--- config.mk ---
export PLATFORM = sky130hd
export DESIGN_NAME = fcd_dma
export DESIGN_NICKNAME = d
export VERILOG_FILES = /design/src/hw/fcd_pkg.sv /design/src/hw/fcd_arb.sv /design/src/hw/fcd_dma.sv /design/src/hw/fcd_load.sv
export SDC_FILE = /design/constraint.sdc
export NUM_CORES = 2
export LEC_CHECK = 0
export BUFFER_PORTS_ARGS = -buffer_cell sky130_fd_sc_hd__buf_2
export CAP_MARGIN = 10
export CELL_PAD_IN_SITES_DETAIL_PLACEMENT = 0
export CELL_PAD_IN_SITES_GLOBAL_PLACEMENT = 1
export CORE_MARGIN = 1.5
export CORE_UTILIZATION = 53
export DETAILED_ROUTE_END_ITERATION = 7
export PLACE_DENSITY = 0.78
export SETUP_SLACK_MARGIN = 0.1
export SLEW_MARGIN = 20
export SYNTH_ARGS = -nofsm -noshare
export SYNTH_HDL_FRONTEND = slang
export SYNTH_SLANG_ARGS = --single-unit
--- constraint.sdc ---
create_clock -name mclk -period 8.7 [get_ports mclk]
set_clock_uncertainty 0.1 [all_clocks]
set_input_delay 2.61 -clock mclk [delete_from_list [all_inputs] [get_ports mclk]]
set_output_delay 2.61 -clock mclk [all_outputs]
set_load 0.005 [all_outputs]
--- src/hw/fcd_pkg.sv ---
// constants, field layout and types of the five channel dma controller
// assumes a 32-bit apb register bus and a 16-bit memory port
package fcd_pkg;
  // register byte offsets
  localparam logic [11:0] ARM_OFS = 12'h000;
  localparam logic [11:0] REQ_OFS = 12'h004;
  localparam logic [11:0] DONE_OFS = 12'h008;
  localparam logic [11:0] CPUF_OFS = 12'h00C;
  localparam logic [11:0] STAT_OFS = 12'h010;
  localparam logic [11:0] CH_BASE = 12'h020;
  localparam logic [11:0] CH_STRIDE = 12'h010;
  localparam logic [3:0] SRC_OFS = 4'h0;
  localparam logic [3:0] DST_OFS = 4'h4;
  localparam logic [3:0] CFG_OFS = 4'h8;
  // bit positions
  localparam int ABORT_BIT = 7;
  localparam int CPUF_FLAG_BIT = 0;
  localparam int CPUF_IEN_BIT = 1;
  localparam int LEN_LSB = 0;
  localparam int LEN_W = 13;
  localparam int VARIABLE_COUNT_SELECT_LSB = 13;
  localparam int EVENT_SOURCE_SELECT_LSB = 16;
  localparam int EVENT_SOURCE_SELECT_W = 5;
  localparam int WIDTH_BIT = 21;
  localparam int M8_BIT = 22;
  localparam int MODE_LSB = 23;
  localparam int IRQM_BIT = 25;
  localparam int PRIO_LSB = 26;
  localparam int CFG_W = 28;
  // reset values
  localparam logic [CFG_W-1:0] CFG_RST = 28'h0000000;
  localparam logic [15:0] ADDR_RST = 16'h0000;
  // timing
  localparam logic [3:0] LOAD_CYCLES = 4'h9;
  // encodings
  localparam logic [2:0] VARIABLE_COUNT_SELECT_P1 = 3'h1;
  localparam logic [2:0] VARIABLE_COUNT_SELECT_P0 = 3'h2;
  localparam logic [2:0] VARIABLE_COUNT_SELECT_P2 = 3'h3;
  localparam logic [2:0] VARIABLE_COUNT_SELECT_P3 = 3'h4;
  localparam logic [1:0] PRIO_LOW = 2'h0;
  localparam logic [1:0] PRIO_NORM = 2'h1;
  localparam logic [1:0] PRIO_HIGH = 2'h2;
  // bit 0 set: block form, bit 1 set: repeated form
  typedef enum logic [1:0] {MODE_SINGLE, MODE_BLOCK, MODE_RSINGLE, MODE_RBLOCK} fcd_mode_t;
  typedef enum logic [1:0] {E_IDLE, E_RD, E_WR} fcd_eng_t;
endpackage

--- src/hw/fcd_arb.sv ---
// arbiter: picks one waiting channel and weighs it against the processor
// assumes want is only raised while the engine is idle
`timescale 1ns/1ps
`default_nettype none
module fcd_arb #(
  parameter int NCH = 5
) (
  input wire logic mclk, // system clock
  input wire logic reset, // sync reset, high
  input wire logic ce, // clock enable
  input wire logic [NCH-1:0] want, // channels asking
  input wire logic [2*NCH-1:0] prio, // two bits per channel
  input wire logic cpu_req, // processor memory access
  output logic gnt_vld, // a channel may go
  output logic [2:0] gnt_ch // chosen channel
);
  logic [2:0] rr_ff;
  logic turn_ff;
  logic [1:0] top;
  logic found;
  logic [2:0] ch;

  function automatic logic [1:0] pr(input logic [2*NCH-1:0] p, input int i);
    return p[2*i +: 2];
  endfunction

  always_comb begin
    int idx;
    idx = 0;
    top = fcd_pkg::PRIO_LOW;
    found = 1'b0;
    ch = 3'h0;
    for (int i = 0; i < NCH; i++) begin
      if (want[i] && pr(prio, i) > top) begin
        top = pr(prio, i);
      end
    end
    for (int k = 0; k < NCH; k++) begin
      idx = (int'(rr_ff) + k) % NCH;
      if (!found && want[idx] && pr(prio, idx) == top) begin
        found = 1'b1;
        ch = 3'(idx);
      end
    end
  end

  // high beats the core, normal every second try, low yields
  assign gnt_vld = found && (top == fcd_pkg::PRIO_HIGH || !cpu_req ||
                   (top == fcd_pkg::PRIO_NORM && turn_ff));
  assign gnt_ch = ch;

  always_ff @(posedge mclk) begin
    if (reset) begin
      rr_ff <= 3'h0;
      turn_ff <= 1'b0;
    end else if (ce) begin
      if (gnt_vld) begin
        rr_ff <= (ch == 3'(NCH - 1)) ? 3'h0 : ch + 3'h1;
      end
      if (found && cpu_req && top == fcd_pkg::PRIO_NORM) begin
        turn_ff <= ~turn_ff;
      end
    end
  end
endmodule
`default_nettype wire

--- src/hw/fcd_dma.sv ---
// five channel dma controller: apb registers, trigger logic, engine
// assumes a memory port that acks each request with a one-cycle pulse
//
// Behaviour
// - five channels, each moving memory to memory
// - unarmed channel ignores triggers entirely
// - arming loads configuration in nine cycles
// - during loading old trigger still matches
// - several arms load serially, one first
// - one of events 1 to 29 triggers each channel, select 0 means none
// - manual request starts a channel only if it is armed
// - addresses lie in external data space
// - completion sets done flag, rearm or disarm
// - masked completion sets processor flag, irq
// - fixed count codes use count limit
// - variable codes add one, zero, two, three
// - count capped at limit when n large
// - elements are bytes or sixteen bit words
// - single modes move one element per trigger
// - block modes move whole count per trigger
// - arbitrate channels and processor by priority
// - high wins, normal alternates, low yields
// - abort write disarms channels written one
//
// Local design decisions: the register addresses and register access over APB.
`timescale 1ns/1ps
`default_nettype none
module fcd_dma #(
  parameter int NCH = 5,
  parameter int NEVT = 30
) (
  input wire logic mclk, // system clock
  input wire logic reset, // sync reset, high
  input wire logic ce, // clock enable
  input wire logic psel, // apb select
  input wire logic penable, // apb enable
  input wire logic pwrite, // apb write
  input wire logic [11:0] paddr, // apb byte address
  input wire logic [31:0] pwdata, // apb write data
  output logic [31:0] prdata_ff, // apb read data
  output logic pready_ff, // apb ready
  output logic pslverr_ff, // apb error, unmapped
  input wire logic [NEVT-1:0] evt_in, // trigger event pulses
  input wire logic cpu_req, // processor wants memory
  output logic mem_req_ff, // memory request
  output logic mem_we_ff, // memory write
  output logic mem_word_ff, // 16-bit element
  output logic [15:0] mem_addr_ff, // external data space address
  output logic [15:0] mem_wdata_ff, // write data
  input wire logic mem_ack, // request done, pulse
  input wire logic [15:0] mem_rdata, // read data with ack
  output logic irq_ff // transfer done interrupt
);
  localparam int CW = fcd_pkg::CFG_W;

  fcd_pkg::fcd_eng_t eng_ff;
  logic [NCH-1:0] arm_ff;
  logic [NCH-1:0] pend_ff;
  logic [NCH-1:0] done_ff;
  logic cpuf_ff;
  logic ien_ff;
  logic [15:0] src_ff [NCH];
  logic [15:0] dst_ff [NCH];
  logic [CW-1:0] cfg_ff [NCH];
  logic [15:0] asrc_ff [NCH];
  logic [15:0] adst_ff [NCH];
  logic [CW-1:0] acfg_ff [NCH];
  logic [15:0] sptr_ff [NCH];
  logic [15:0] dptr_ff [NCH];
  logic [12:0] cnt_ff [NCH];
  logic [12:0] tgt_ff [NCH];
  logic [2:0] cur_ff;

  ////////////////////////////////////////////////////////////////////
  // register decode

  wire wr_acc = psel & penable & pready_ff & pwrite;
  wire setup = psel & ~penable & ~pready_ff;
  wire hit_arm = paddr == fcd_pkg::ARM_OFS;
  wire hit_req = paddr == fcd_pkg::REQ_OFS;
  wire hit_done = paddr == fcd_pkg::DONE_OFS;
  wire hit_cpuf = paddr == fcd_pkg::CPUF_OFS;
  wire hit_stat = paddr == fcd_pkg::STAT_OFS;
  wire [11:0] ch_off = paddr - fcd_pkg::CH_BASE;
  wire [2:0] w_ch = ch_off[6:4];
  wire [3:0] w_fld = ch_off[3:0];
  wire in_ch = paddr >= fcd_pkg::CH_BASE &&
               paddr < fcd_pkg::CH_BASE + 12'(NCH) * fcd_pkg::CH_STRIDE;
  wire hit_src = in_ch && w_fld == fcd_pkg::SRC_OFS;
  wire hit_dst = in_ch && w_fld == fcd_pkg::DST_OFS;
  wire hit_cfg = in_ch && w_fld == fcd_pkg::CFG_OFS;
  wire mapped = hit_arm | hit_req | hit_done | hit_cpuf | hit_stat |
                hit_src | hit_dst | hit_cfg;
  wire wr_ok = wr_acc & mapped;

  wire abort_w = wr_ok & hit_arm & pwdata[fcd_pkg::ABORT_BIT];
  wire [NCH-1:0] abort_m = abort_w ? pwdata[NCH-1:0] : '0;
  wire [NCH-1:0] arm_set = (wr_ok & hit_arm & ~abort_w) ? pwdata[NCH-1:0] : '0;
  wire [NCH-1:0] req_w = (wr_ok & hit_req) ? pwdata[NCH-1:0] : '0;
  wire [NCH-1:0] done_clr = (wr_ok & hit_done) ? pwdata[NCH-1:0] : '0;
  wire cpuf_clr = wr_ok & hit_cpuf & pwdata[fcd_pkg::CPUF_FLAG_BIT];

  ////////////////////////////////////////////////////////////////////
  // loader and arbiter

  logic [NCH-1:0] load_done;
  logic [NCH-1:0] loading;
  logic gnt_vld;
  logic [2:0] gnt_ch;
  logic [NCH-1:0] evt_hit;
  logic [2*NCH-1:0] prio_flat;
  wire [NCH-1:0] want = (eng_ff == fcd_pkg::E_IDLE) ? pend_ff & arm_ff : '0;

  fcd_load #(.NCH(NCH)) u_load (
    .mclk(mclk),
    .reset(reset),
    .ce(ce),
    .start(arm_set),
    .done_ff(load_done),
    .loading(loading)
  );

  fcd_arb #(.NCH(NCH)) u_arb (
    .mclk(mclk),
    .reset(reset),
    .ce(ce),
    .want(want),
    .prio(prio_flat),
    .cpu_req(cpu_req),
    .gnt_vld(gnt_vld),
    .gnt_ch(gnt_ch)
  );

  // matching uses the active config, so a pending load keeps the old trigger
  for (genvar i = 0; i < NCH; i++) begin : g_ch
    wire [fcd_pkg::EVENT_SOURCE_SELECT_W-1:0] tsel = acfg_ff[i][fcd_pkg::EVENT_SOURCE_SELECT_LSB +: fcd_pkg::EVENT_SOURCE_SELECT_W];
    assign evt_hit[i] = (tsel != '0 && int'(tsel) < NEVT && evt_in[tsel]) | req_w[i];
    assign prio_flat[2*i +: 2] = acfg_ff[i][fcd_pkg::PRIO_LSB +: 2];
  end

  ////////////////////////////////////////////////////////////////////
  // element engine decode

  wire [CW-1:0] ccfg = acfg_ff[cur_ff];
  wire c_word = ccfg[fcd_pkg::WIDTH_BIT];
  wire [1:0] c_mode = ccfg[fcd_pkg::MODE_LSB +: 2];
  wire c_block = c_mode[0];
  wire c_rep = c_mode[1];
  wire active = eng_ff != fcd_pkg::E_IDLE;
  wire abort_cur = active & abort_m[cur_ff];
  wire fin_ev = eng_ff == fcd_pkg::E_WR & mem_ack & ~abort_cur;
  wire last = cnt_ff[cur_ff] + 13'h1 >= tgt_ff[cur_ff];
  wire done_ev = fin_ev & last;
  wire [NCH-1:0] cur_m = NCH'(1) << cur_ff;
  wire [NCH-1:0] done_m = done_ev ? cur_m : '0;
  wire [NCH-1:0] disarm_m = (done_ev & ~c_rep) ? cur_m : '0;
  wire [NCH-1:0] elem_clr = (fin_ev & (~c_block | last)) ? cur_m : '0;
  wire [15:0] step = c_word ? 16'h0002 : 16'h0001;
  wire [15:0] wdat = c_word ? mem_rdata : {8'h00, mem_rdata[7:0]};

  // transfer count from the first element and the variable count code
  function automatic logic [12:0] calc_tgt(input logic [CW-1:0] c, input logic [15:0] d);
    logic [2:0] v;
    logic [12:0] lim;
    logic [12:0] n;
    logic [13:0] t;
    v = c[fcd_pkg::VARIABLE_COUNT_SELECT_LSB +: 3];
    lim = c[fcd_pkg::LEN_LSB +: fcd_pkg::LEN_W];
    if (c[fcd_pkg::WIDTH_BIT]) begin
      n = d[12:0];
    end else if (c[fcd_pkg::M8_BIT]) begin
      n = {5'h00, d[7:0]};
    end else begin
      n = {6'h00, d[6:0]};
    end
    t = {1'b0, n};
    case (v)
      fcd_pkg::VARIABLE_COUNT_SELECT_P1: t = t + 14'h0001;
      fcd_pkg::VARIABLE_COUNT_SELECT_P0: t = {1'b0, n};
      fcd_pkg::VARIABLE_COUNT_SELECT_P2: t = t + 14'h0002;
      fcd_pkg::VARIABLE_COUNT_SELECT_P3: t = t + 14'h0003;
      default: return lim;
    endcase
    return (n >= lim) ? lim : t[12:0];
  endfunction

  ////////////////////////////////////////////////////////////////////
  // apb slave

  wire [31:0] stat_v = {24'h000000, active, cur_ff, 4'h0} | 32'(loading);
  wire [31:0] rd_v = hit_arm ? 32'(arm_ff) :
                     hit_done ? 32'(done_ff) :
                     hit_cpuf ? {30'h00000000, ien_ff, cpuf_ff} :
                     hit_stat ? stat_v :
                     hit_src ? {16'h0000, src_ff[w_ch]} :
                     hit_dst ? {16'h0000, dst_ff[w_ch]} :
                     hit_cfg ? 32'(cfg_ff[w_ch]) : 32'h00000000;

  always_ff @(posedge mclk) begin
    if (reset) begin
      pready_ff <= 1'b0;
      pslverr_ff <= 1'b0;
      prdata_ff <= 32'h00000000;
    end else if (ce) begin
      pready_ff <= setup;
      pslverr_ff <= setup & ~mapped;
      if (setup) begin
        prdata_ff <= rd_v;
      end
    end
  end

  ////////////////////////////////////////////////////////////////////
  // arm, pending, flags

  always_ff @(posedge mclk) begin
    if (reset) begin
      arm_ff <= '0;
      pend_ff <= '0;
      done_ff <= '0;
      cpuf_ff <= 1'b0;
      ien_ff <= 1'b0;
      irq_ff <= 1'b0;
    end else if (ce) begin
      arm_ff <= (arm_ff | arm_set) & ~abort_m & ~disarm_m;
      pend_ff <= ((pend_ff & ~elem_clr) | (evt_hit & arm_ff)) & ~abort_m;
      done_ff <= (done_ff & ~done_clr) | done_m;
      cpuf_ff <= (cpuf_ff & ~cpuf_clr) | (done_ev & ccfg[fcd_pkg::IRQM_BIT]);
      if (wr_ok & hit_cpuf) begin
        ien_ff <= pwdata[fcd_pkg::CPUF_IEN_BIT];
      end
      irq_ff <= cpuf_ff & ien_ff;
    end
  end

  ////////////////////////////////////////////////////////////////////
  // channel registers, active copies, pointers

  always_ff @(posedge mclk) begin
    if (reset) begin
      for (int i = 0; i < NCH; i++) begin
        src_ff[i] <= fcd_pkg::ADDR_RST;
        dst_ff[i] <= fcd_pkg::ADDR_RST;
        cfg_ff[i] <= fcd_pkg::CFG_RST;
        asrc_ff[i] <= fcd_pkg::ADDR_RST;
        adst_ff[i] <= fcd_pkg::ADDR_RST;
        acfg_ff[i] <= fcd_pkg::CFG_RST;
        sptr_ff[i] <= fcd_pkg::ADDR_RST;
        dptr_ff[i] <= fcd_pkg::ADDR_RST;
        cnt_ff[i] <= 13'h0000;
      end
    end else if (ce) begin
      if (wr_ok & hit_src) begin
        src_ff[w_ch] <= pwdata[15:0];
      end
      if (wr_ok & hit_dst) begin
        dst_ff[w_ch] <= pwdata[15:0];
      end
      if (wr_ok & hit_cfg) begin
        cfg_ff[w_ch] <= pwdata[CW-1:0];
      end
      for (int i = 0; i < NCH; i++) begin
        if (load_done[i]) begin
          asrc_ff[i] <= src_ff[i];
          adst_ff[i] <= dst_ff[i];
          acfg_ff[i] <= cfg_ff[i];
          sptr_ff[i] <= src_ff[i];
          dptr_ff[i] <= dst_ff[i];
          cnt_ff[i] <= 13'h0000;
        end
      end
      if (fin_ev) begin
        if (last) begin
          sptr_ff[cur_ff] <= asrc_ff[cur_ff];
          dptr_ff[cur_ff] <= adst_ff[cur_ff];
          cnt_ff[cur_ff] <= 13'h0000;
        end else begin
          sptr_ff[cur_ff] <= sptr_ff[cur_ff] + step;
          dptr_ff[cur_ff] <= dptr_ff[cur_ff] + step;
          cnt_ff[cur_ff] <= cnt_ff[cur_ff] + 13'h1;
        end
      end
    end
  end

  ////////////////////////////////////////////////////////////////////
  // element engine: read one element, then write it

  always_ff @(posedge mclk) begin
    if (reset) begin
      eng_ff <= fcd_pkg::E_IDLE;
      cur_ff <= 3'h0;
      for (int i = 0; i < NCH; i++) begin
        tgt_ff[i] <= 13'h0000;
      end
      mem_req_ff <= 1'b0;
      mem_we_ff <= 1'b0;
      mem_word_ff <= 1'b0;
      mem_addr_ff <= 16'h0000;
      mem_wdata_ff <= 16'h0000;
    end else if (ce) begin
      unique case (eng_ff)
        fcd_pkg::E_IDLE: begin
          if (gnt_vld) begin
            cur_ff <= gnt_ch;
            mem_req_ff <= 1'b1;
            mem_we_ff <= 1'b0;
            mem_word_ff <= acfg_ff[gnt_ch][fcd_pkg::WIDTH_BIT];
            mem_addr_ff <= sptr_ff[gnt_ch];
            eng_ff <= fcd_pkg::E_RD;
          end
        end
        fcd_pkg::E_RD: begin
          if (abort_cur) begin
            mem_req_ff <= 1'b0;
            eng_ff <= fcd_pkg::E_IDLE;
          end else if (mem_ack) begin
            if (cnt_ff[cur_ff] == 13'h0000) begin
              tgt_ff[cur_ff] <= calc_tgt(ccfg, mem_rdata);
            end
            mem_we_ff <= 1'b1;
            mem_addr_ff <= dptr_ff[cur_ff];
            mem_wdata_ff <= wdat;
            eng_ff <= fcd_pkg::E_WR;
          end
        end
        fcd_pkg::E_WR: begin
          if (abort_cur | mem_ack) begin
            mem_req_ff <= 1'b0;
            mem_we_ff <= 1'b0;
            eng_ff <= fcd_pkg::E_IDLE;
          end
        end
        default: begin
          eng_ff <= fcd_pkg::E_IDLE;
        end
      endcase
    end
  end
endmodule
`default_nettype wire

--- src/hw/fcd_load.sv ---
// configuration loader: serves arm requests one channel at a time
// assumes start bits are one-cycle pulses from the register file
`timescale 1ns/1ps
`default_nettype none
module fcd_load #(
  parameter int NCH = 5
) (
  input wire logic mclk, // system clock
  input wire logic reset, // sync reset, high
  input wire logic ce, // clock enable
  input wire logic [NCH-1:0] start, // arm pulses
  output logic [NCH-1:0] done_ff, // config taken, pulse
  output logic [NCH-1:0] loading // waiting or loading
);
  logic [NCH-1:0] pend_ff;
  logic busy_ff;
  logic [2:0] cur_ff;
  logic [3:0] cnt_ff;
  logic [2:0] nxt_ch;
  logic [NCH-1:0] take;

  // channel 1 first, channel 0 last
  function automatic logic [2:0] pick(input logic [NCH-1:0] p);
    logic [2:0] r;
    r = 3'h0;
    for (int k = NCH - 1; k >= 1; k--) begin
      if (p[k]) begin
        r = 3'(k);
      end
    end
    return r;
  endfunction

  assign nxt_ch = pick(pend_ff);
  assign take = (!busy_ff && pend_ff != '0) ? NCH'(1) << nxt_ch : '0;
  assign loading = pend_ff | (busy_ff ? NCH'(1) << cur_ff : '0);

  always_ff @(posedge mclk) begin
    if (reset) begin
      pend_ff <= '0;
      busy_ff <= 1'b0;
      cur_ff <= 3'h0;
      cnt_ff <= 4'h0;
      done_ff <= '0;
    end else if (ce) begin
      pend_ff <= (pend_ff & ~take) | start;
      done_ff <= '0;
      if (!busy_ff && pend_ff != '0) begin
        busy_ff <= 1'b1;
        cur_ff <= nxt_ch;
        cnt_ff <= fcd_pkg::LOAD_CYCLES - 4'h1;
      end else if (busy_ff) begin
        cnt_ff <= cnt_ff - 4'h1;
        if (cnt_ff == 4'h0) begin
          busy_ff <= 1'b0;
          done_ff <= NCH'(1) << cur_ff;
        end
      end
    end
  end
endmodule
`default_nettype wire

## After elaboration in Yosys (flattened, before gate mapping)

Memory sizes are Yosys's and may differ from the RTL's. A register that Yosys moved wholly into a read port is not among the register bits.
Index checks and enable logic that the tools add are counted.

- Logic and storage cells: 510
- Input port bits: 98
- Memory bits (writable): 890
- Register bits: 113
- Memories kept: 10
- Output and inout bits: 70

- Equality and inequality tests: 26
- Bitwise gates (word level): 102
- Magnitude comparators: 25
- Add/sub/neg operators: 13
- Div/mod/pow operators: 5
- Multiplexer cells: 226
- Reductions and logical operators: 73
- Shift-type cells: 8

Memory list:

| memory | depth | width | rd ports | clocked after memory_dff | write ports | RTL line | source |
|---|---|---|---|---|---|---|---|
| acfg_ff | 5 | 28 | 7 | 2 | 5 | fcd_dma.sv:67 | `logic [CW-1:0] acfg_ff [NCH];` |
| cfg_ff | 5 | 28 | 6 | 0 | 5 | fcd_dma.sv:64 | `logic [CW-1:0] cfg_ff [NCH];` |
| adst_ff | 5 | 16 | 1 | 1 | 5 | fcd_dma.sv:66 | `logic [15:0] adst_ff [NCH];` |
| asrc_ff | 5 | 16 | 1 | 1 | 5 | fcd_dma.sv:65 | `logic [15:0] asrc_ff [NCH];` |
| dptr_ff | 5 | 16 | 1 | 1 | 6 | fcd_dma.sv:69 | `logic [15:0] dptr_ff [NCH];` |
| dst_ff | 5 | 16 | 6 | 0 | 5 | fcd_dma.sv:63 | `logic [15:0] dst_ff [NCH];` |
| 4 more memories | - | - | - | - | - | - |  |

Operators by type and width:

| cell | count |
|---|---|
| $mux 16 | 28 |
| $mux 28 | 13 |
| $mux 13 | 23 |
| $lt 32x5->1 const B | 5 |
| $shiftx 10x32->2 | 5 |
| $mod 32x4->32 const B | 4 |
| $mux 1 | 92 |
| $mux 3 | 28 |
| $mux 5 | 13 |
| $or 1x1->1 | 48 |
| $and 5x5->5 | 8 |
| $pmux 13 s3 | 1 |
| $logic_and 1x1->1 | 33 |
| $add 16x2->16 | 2 |
| $mod 4x4->32 const B | 1 |
| $pmux 16 s2 | 1 |
| $reduce_or 16->1 | 2 |
| $lt 5x6->1 const B | 5 |
| $reduce_bool 5->1 | 6 |
| $reduce_or 28->1 | 1 |
| $add 13x1->13 const B | 2 |
| $add 13x2->13 const B | 2 |
| $and 1x1->1 | 26 |
| $ge 13x13->1 | 2 |
| 53 further kinds | 127 |

## Depth between registers and ports, before layout

- Depth in word-level cells: 39
- Depth in mapped cells: 42
- Mapped depth without buffers: 38

## By module

Synthesis repeated with hierarchy kept, for this count alone.

- Cell total of the unflattened synthesis: 4970
- Area, all modules: 68062.8 um^2

Modules (own cells, without submodules):

| module | seq. area each (um^2) | cells each | area each (um^2) | instances |
|---|---|---|---|---|
| fcd_dma | 39177.6 | 4367 | 63594.7 | 1 |
| fcd_arb | 80.1 | 505 | 3584.7 | 1 |
| fcd_load | 360.3 | 98 | 883.3 | 1 |

## Worst setup path before layout

No wires, ideal clock.

- Path type: reg-to-reg
- Start: reg eng_ff[0]
- End: reg u_arb.rr_ff[2]
- Cell stages (with the launch flop): 42
- Path slack: 0.930 ns
- Clock period less this slack: 7.770 ns
- Setup time: 0.137 ns
- Path buffers: 4
- Arrival time: 7.533 ns
- Required time: 8.463 ns
- Cells stage by stage: dfxtp_1 -> inv_1 -> ha_1 -> and3_1 -> and2_1 -> inv_1 -> ha_1 -> nor2b_1 -> o211ai_4 -> a22o_1 -> ha_1 -> or2_2 -> nor2b_1 -> a221oi_1 -> o22ai_1 -> nor3_1 -> ha_1 -> nor2_1 -> (+6 left out) -> maj3_1 -> nand2_1 -> mux2i_1 -> buf_4 -> a2bb2oi_2 -> and2_1 -> o21ai_0 -> or3_4 -> o221ai_1 -> a21o_1 -> buf_4 -> buf_4 -> buf_2 -> ha_1 -> nor2_1 -> mux2_2 -> nor2_1 -> a211oi_1

- Longest elaborated chain between the ends: 37
- Elaborated cells between the ends (all ways): 69
- Classes of those cells: add/sub: 1; order compare: 4; eq/ne: 8; mux: 32; reduce/logical: 24

RTL lines:

| item | RTL line | source |
|---|---|---|
| from (decl) | fcd_dma.sv:56 | `fcd_pkg::fcd_eng_t eng_ff;` |
| from (signal assigned) | fcd_dma.sv:291 | `eng_ff <= fcd_pkg::E_IDLE;` |
| from (signal assigned) | fcd_dma.sv:310 | `eng_ff <= fcd_pkg::E_RD;` |
| from (signal assigned) | fcd_dma.sv:316 | `eng_ff <= fcd_pkg::E_IDLE;` |
| $logic_not 2->1 * | fcd_dma.sv:112 | `wire [NCH-1:0] want = (eng_ff == fcd_pkg::E_IDLE) ? pend_ff & arm_ff : '0;` |
| $mux 5 * | fcd_dma.sv:112 |  |
| $logic_and 1x1->1 | fcd_arb.sv:34 | `if (want[i] && pr(prio, i) > top) begin` |
| $mux 2 | fcd_arb.sv:34 |  |
| $gt 2x2->1 | fcd_arb.sv:34 |  |
| $logic_and 1x1->1 | fcd_arb.sv:34 |  |
| $mux 2 | fcd_arb.sv:34 |  |
| $gt 2x2->1 | fcd_arb.sv:34 |  |
| (+19 left out) | - |  |
| $logic_not 1->1 | fcd_arb.sv:40 | `if (!found && want[idx] && pr(prio, idx) == top) begin` |
| $logic_and 1x1->1 (2 in series) | fcd_arb.sv:40 |  |
| $mux 1 | fcd_arb.sv:40 |  |
| $logic_not 1->1 | fcd_arb.sv:40 |  |
| $logic_and 1x1->1 (2 in series) | fcd_arb.sv:40 |  |
| $mux 3 / $mux 1 (equally long branches) | fcd_arb.sv:40 |  |
| $add 3x1->3 (tied with other cells) | fcd_arb.sv:58 | `rr_ff <= (ch == 3'(NCH - 1)) ? 3'h0 : ch + 3'h1;` |
| $mux 3 / $reduce_and 2->1 (equally long branches) | - |  |
| to (signal assigned) | fcd_arb.sv:58 |  |
| to (decl) | fcd_arb.sv:17 | `logic [2:0] rr_ff;` |

Every way passes the cells marked *; elsewhere a longest branch is shown, timed or not. The select of a mux whose other input is x is not followed.
A chain may end at the register's enable or synchronous reset.

## Final worst setup path

- Start: reg eng_ff[0]
- End: reg mem_addr_ff[12]

- Longest elaborated chain between the ends: 38
- Elaborated cells between the ends (all ways): 76
- Classes of those cells: order compare: 4; eq/ne: 11; mux: 33; bitwise: 1; reduce/logical: 26; memory: 1

RTL lines:

| item | RTL line | source |
|---|---|---|
| $logic_not 2->1 | fcd_dma.sv:112, fcd_dma.sv:302 |  |
| $mux 5 | fcd_dma.sv:112 |  |
| $logic_and 1x1->1 | fcd_arb.sv:34 |  |
| $mux 2 | fcd_arb.sv:34 |  |
| $gt 2x2->1 | fcd_arb.sv:34 |  |
| $logic_and 1x1->1 | fcd_arb.sv:34 |  |
| $mux 2 | fcd_arb.sv:34 |  |
| $gt 2x2->1 | fcd_arb.sv:34 |  |
| (+20 left out) | - |  |
| $logic_and 1x1->1 (2 in series) | fcd_arb.sv:40 |  |
| $mux 1 | fcd_arb.sv:40 |  |
| $logic_not 1->1 | fcd_arb.sv:40 |  |
| $logic_and 1x1->1 (2 in series) | fcd_arb.sv:40 |  |
| $mux 3 / $mux 1 (equally long branches) | fcd_arb.sv:40 |  |
| $mem_v2 5x16 / $logic_and 1x1->1 (equally long branches) | - |  |
| $mux 16 / $ne 2x2->1 (equally long branches) | - |  |
| $pmux 16 s2 / $reduce_and 5->1 (equally long branches) | - |  |
| to (signal assigned) | fcd_dma.sv:309 | `mem_addr_ff <= sptr_ff[gnt_ch];` |
| to (signal assigned) | fcd_dma.sv:322 | `mem_addr_ff <= dptr_ff[cur_ff];` |
| to (decl) | fcd_dma.sv:48 | `output logic [15:0] mem_addr_ff,` |

Several ways; a longest one is shown, not always the timed one. The select of a mux whose other input is x is not followed.

==> flow_summary.ini <==
[synthesis]
syn_inst = 4805
combinational_family_with_the_most_area_after_synthesis = multiplexers
yosys.area_share.xor_xnor_pct = 0.911
synth_async_sr_flop_share_pct = 0
avgSynthCellArea_um2 = 13.7
yosys.area.top_type = sky130_fd_sc_hd__edfxtp_1
synthMuxAreaShare_pct = 16.2
synth_sequential_area_ratio_pct = 60.1
area_of_the_mapped_netlist_um2 = 65900
yosys.area_share.adder_pct = 1.42
yosysWarningCount = 0
synth_top_area_share_pct = 56.6
number_of_distinct_library_cells_after_synthesis = 100
synth.ff_latch_count = 1357
yosys.cell_count.top_type = sky130_fd_sc_hd__edfxtp_1
synth_compound_area_share_pct = 6.31
synth-edff-count = 1244
yosys-top-cells-count = sky130_fd_sc_hd__edfxtp_1, sky130_fd_sc_hd__and2_1, sky130_fd_sc_hd__nand2_1
synth-simple-area-share_pct = 12.3
ys_dominant_reg_cell = sky130_fd_sc_hd__edfxtp_1
synth_top_cells_by_area = sky130_fd_sc_hd__edfxtp_1, sky130_fd_sc_hd__mux4_2, sky130_fd_sc_hd__and2_1, sky130_fd_sc_hd__mux2i_1, sky130_fd_sc_hd__dfxtp_1

[die]
core_area_um2 = 124000
number_of_rows_created_at_floorplan = 129
io_pins = 168
die_height_um = 356
die_width_um = 356
initial_core_utilization_pct = 53.3
die_area_um2 = 127000

[final_layout]
multi_input_comb_area_um2 = 24900
layoutNonFillerInstCount = 6665
syn_to_final_growth_pct = 11.8
post_route_cells_drive_above_1_share_pct = 19.7
sequential_cell_area_um2 = 39600
n_fill_cell = 9641
finish.utilization_pct = 59.6
design.final.nets = 5084

[critical_path]
crit_required_ns = 9.31
worst_path_max_delay_cell = sky130_fd_sc_hd__or3_4
worst_setup_path_start_kind = flip-flop
worst-endpoint-arrival_ns = 8.87
critical_path.max_stage_delay_ns = 0.39
timing.critical_path.fanout_max = 8
critical_path.most_common_cell = sky130_fd_sc_hd__ha_1
worst-setup-path-type = flip-flop to flip-flop
endpoint_kind = flip-flop

[placed_design]
portBuffers = 159
dp_slack_ns = 0.0766
routabilityCongestion = 0.910
place.detailed.hpwl_um = 124000
numPlacedInstances = 6394

[pwr]
ir_worst_vdd_mv = 0.205
sw_frac_of_total_pct = 21.8
power.share.combinational_pct = 5.1
leakage_power_nw = 26.3
power_density_nw_per_um2 = 193
p_sw_mw = 3.10
intPower_mw = 11.1
clock_power_share_pct = 43.6
seq_power_share_pct = 51.3

[timing]
final-max-slew-violation-count = 0
setup_viol = 0
final_period_minus_worst_setup_slack_ns = 8.27
hold_viol = 0
finalWorstSetupSlack_ns = 0.434
final.period_utilization_pct = 95.0
rsz0062_at_grt = false
setup_total_negative_slack_ns = 0
max_clock_freq_mhz = 121
worstMarginPinSlew_ns = 1.14
maxSlewHeadroom_pct = 22.0

[cts]
h-tree-depth = 4
ctsHoldBuffers = 0
cts_buffers = 145
clk_latency_ns = 0.78
cts_buffer_depth = 3
tritoncts = done
root_buffer = sky130_fd_sc_hd__clkbuf_16
clock-sinks = 1357
path_clk_slew_ns = 0.06

[global_route]
first_global_vias = 41285
grt_antenna_before_repair = 18
grt_util_all_layers_pct = 31.1
grt_first_pass_wirelength_um = 284000
largest_net_degree_at_the_start_of_global_routing = 205
globalRouteOverflowTotal = 0

[status]
outcome = complete, no violations

[route]
drt-total-wl_um = 198000
dr.first_iter.drc_count = 5235
routedWlPerCell_um = 29.7
postRouteAntennaNets = 0
drt_pre_antenna_iters = 6
route.detailed.drc = 0
drt-vias-per-instance = 6.39
num_vias = 42574

[worst_hold_path]
timing.hold.worst.class = flip-flop to flip-flop

[run]
maxCapViolCount = 0
==> path summary, 6_finish.rpt <==
path | from | endpoint | slack, ns | depth (start not counted)
setup / recovery | eng_ff[0]$_SDFFE_PP0P_ | mem_addr_ff[12]$_SDFFE_PP0P_ | 0.43 | 37
hold / removal | prdata_ff[8]$_SDFFE_PP0P_ | prdata_ff[8]$_SDFFE_PP0P_ | 0.35 | 2
setup reg to reg | eng_ff[0]$_SDFFE_PP0P_ | mem_addr_ff[12]$_SDFFE_PP0P_ | 0.43 | 37
hold reg to reg | prdata_ff[8]$_SDFFE_PP0P_ | prdata_ff[8]$_SDFFE_PP0P_ | 0.35 | 2
==> what timing repair did <==
action	4_1_cts	5_1_grt
resized for setup	1	26
endpoints found under the setup margin	5	24
pin swaps	0	5
buffers inserted	0	8
cloned	0	2
==> worst max-delay path, delay by kind of cell, from the launching register on <==
family	cells	cell delay (ns)
and+or+nand+nor	12	2.24
buffers and inverters	6	1.13
AOI/OAI and AO/OA	10	2.03
adders and majority gates	6	1.69
muxes	3	0.67
DFF	1	0.33
==> power by group through the flow <==
stage / Sequential (mW) / Combinational, mW / Clock (mW)
finish: 7.30 / 0.719 / 6.21
global route: 7.32 / 0.752 / 6.50
CTS: 7.30 / 0.710 / 6.26
detailed placement: 7.44 / 0.707 / 0
global placement: 7.43 / 0.700 / 0
floorplan: 7.41 / 0.411 / 0
==> final cells by class <==
type | count | share of cell area (%)
inverters | 126 | 0.648
clock inverters | 61 | 1.07
diodes | 4 | 0.0136
well taps | 1637 | 2.78
clock buffers | 196 | 5.31
multi-input cells | 2998 | 33.8
flip-flops and latches | 1357 | 53.7
repair buffers | 286 | 2.66
==> registers in the layout (all words and copies together), names as in the netlist, 16 cells and up, named ones only <==
signal / cells
adst_ff: 80
sptr_ff: 128
asrc_ff: 80
mem_addr_ff: 16
cnt_ff: 104
src_ff: 128
cfg_ff: 224
dst_ff: 128
prdata_ff: 28
tgt_ff: 104
acfg_ff: 140
dptr_ff: 128
mem_wdata_ff: 16
==> through the flow <==
step | power [mW] | hold slack [ns] | area, µm²
finish | 14.2 | 0.352 | 73700
global route | 14.6 | 0.371 | 73700
CTS | 14.3 | 0.357 | 73500
detailed placement | 8.15 | 0.345 | 68800
global placement | 8.13 | 0.341 | 68800
floorplan | 7.82 | 0.343 | 66000
==> layout by cell type, fill, tap and decap left out, types with 16 or more instances in the layout <==
cell type,Yosys,final
sky130_fd_sc_hd__edfxtp_1,1244,1244
sky130_fd_sc_hd__clkinv_2,0,19
sky130_fd_sc_hd__ha_1,69,68
sky130_fd_sc_hd__nor2_1,306,283
sky130_fd_sc_hd__nor3_1,55,54
sky130_fd_sc_hd__nand3_1,51,45
sky130_fd_sc_hd__o22ai_1,30,29
sky130_fd_sc_hd__clkbuf_16,0,149
sky130_fd_sc_hd__nand2_1,364,354
sky130_fd_sc_hd__o211ai_1,20,20
sky130_fd_sc_hd__mux2i_1,228,227
sky130_fd_sc_hd__dfxtp_1,113,107
sky130_fd_sc_hd__xnor2_1,44,44
sky130_fd_sc_hd__inv_1,121,121
sky130_fd_sc_hd__clkbuf_1,230,44
sky130_fd_sc_hd__buf_2,36,156
sky130_fd_sc_hd__a21oi_1,110,109
sky130_fd_sc_hd__a211oi_1,20,20
sky130_fd_sc_hd__bufinv_16,0,16
sky130_fd_sc_hd__nand2b_1,20,20
sky130_fd_sc_hd__mux4_2,336,336
sky130_fd_sc_hd__buf_4,9,113
sky130_fd_sc_hd__nor4_1,17,17
sky130_fd_sc_hd__o221ai_1,17,17
sky130_fd_sc_hd__o21ai_0,237,222
sky130_fd_sc_hd__o21a_1,28,28
sky130_fd_sc_hd__or3_1,21,19
sky130_fd_sc_hd__and2_1,618,616
sky130_fd_sc_hd__nand4_1,26,26
sky130_fd_sc_hd__xor2_1,22,22
sky130_fd_sc_hd__mux2_2,72,72
sky130_fd_sc_hd__o31ai_1,18,18
sky130_fd_sc_hd__nor2b_1,30,29
sky130_fd_sc_hd__and3_1,19,18
==> per-layer routing <==
metal  GRT usage, %  share of wire (%)
met4           9.39                3.0
met2           49.4                 47
met1           43.4                 40
met5              0              0.047
met3           6.69                 10
==> cell families after synthesis <==
logic type / after synthesis
buffers and inverters: 453
xor gates and xnor gates: 67
and+or+nand+nor: 1578
DFF: 1357
muxes: 637
other: 1
AOI/OAI and AO/OA: 639
adders and majority gates: 73
No activity file was read; power rests on OpenSTA's default activity.
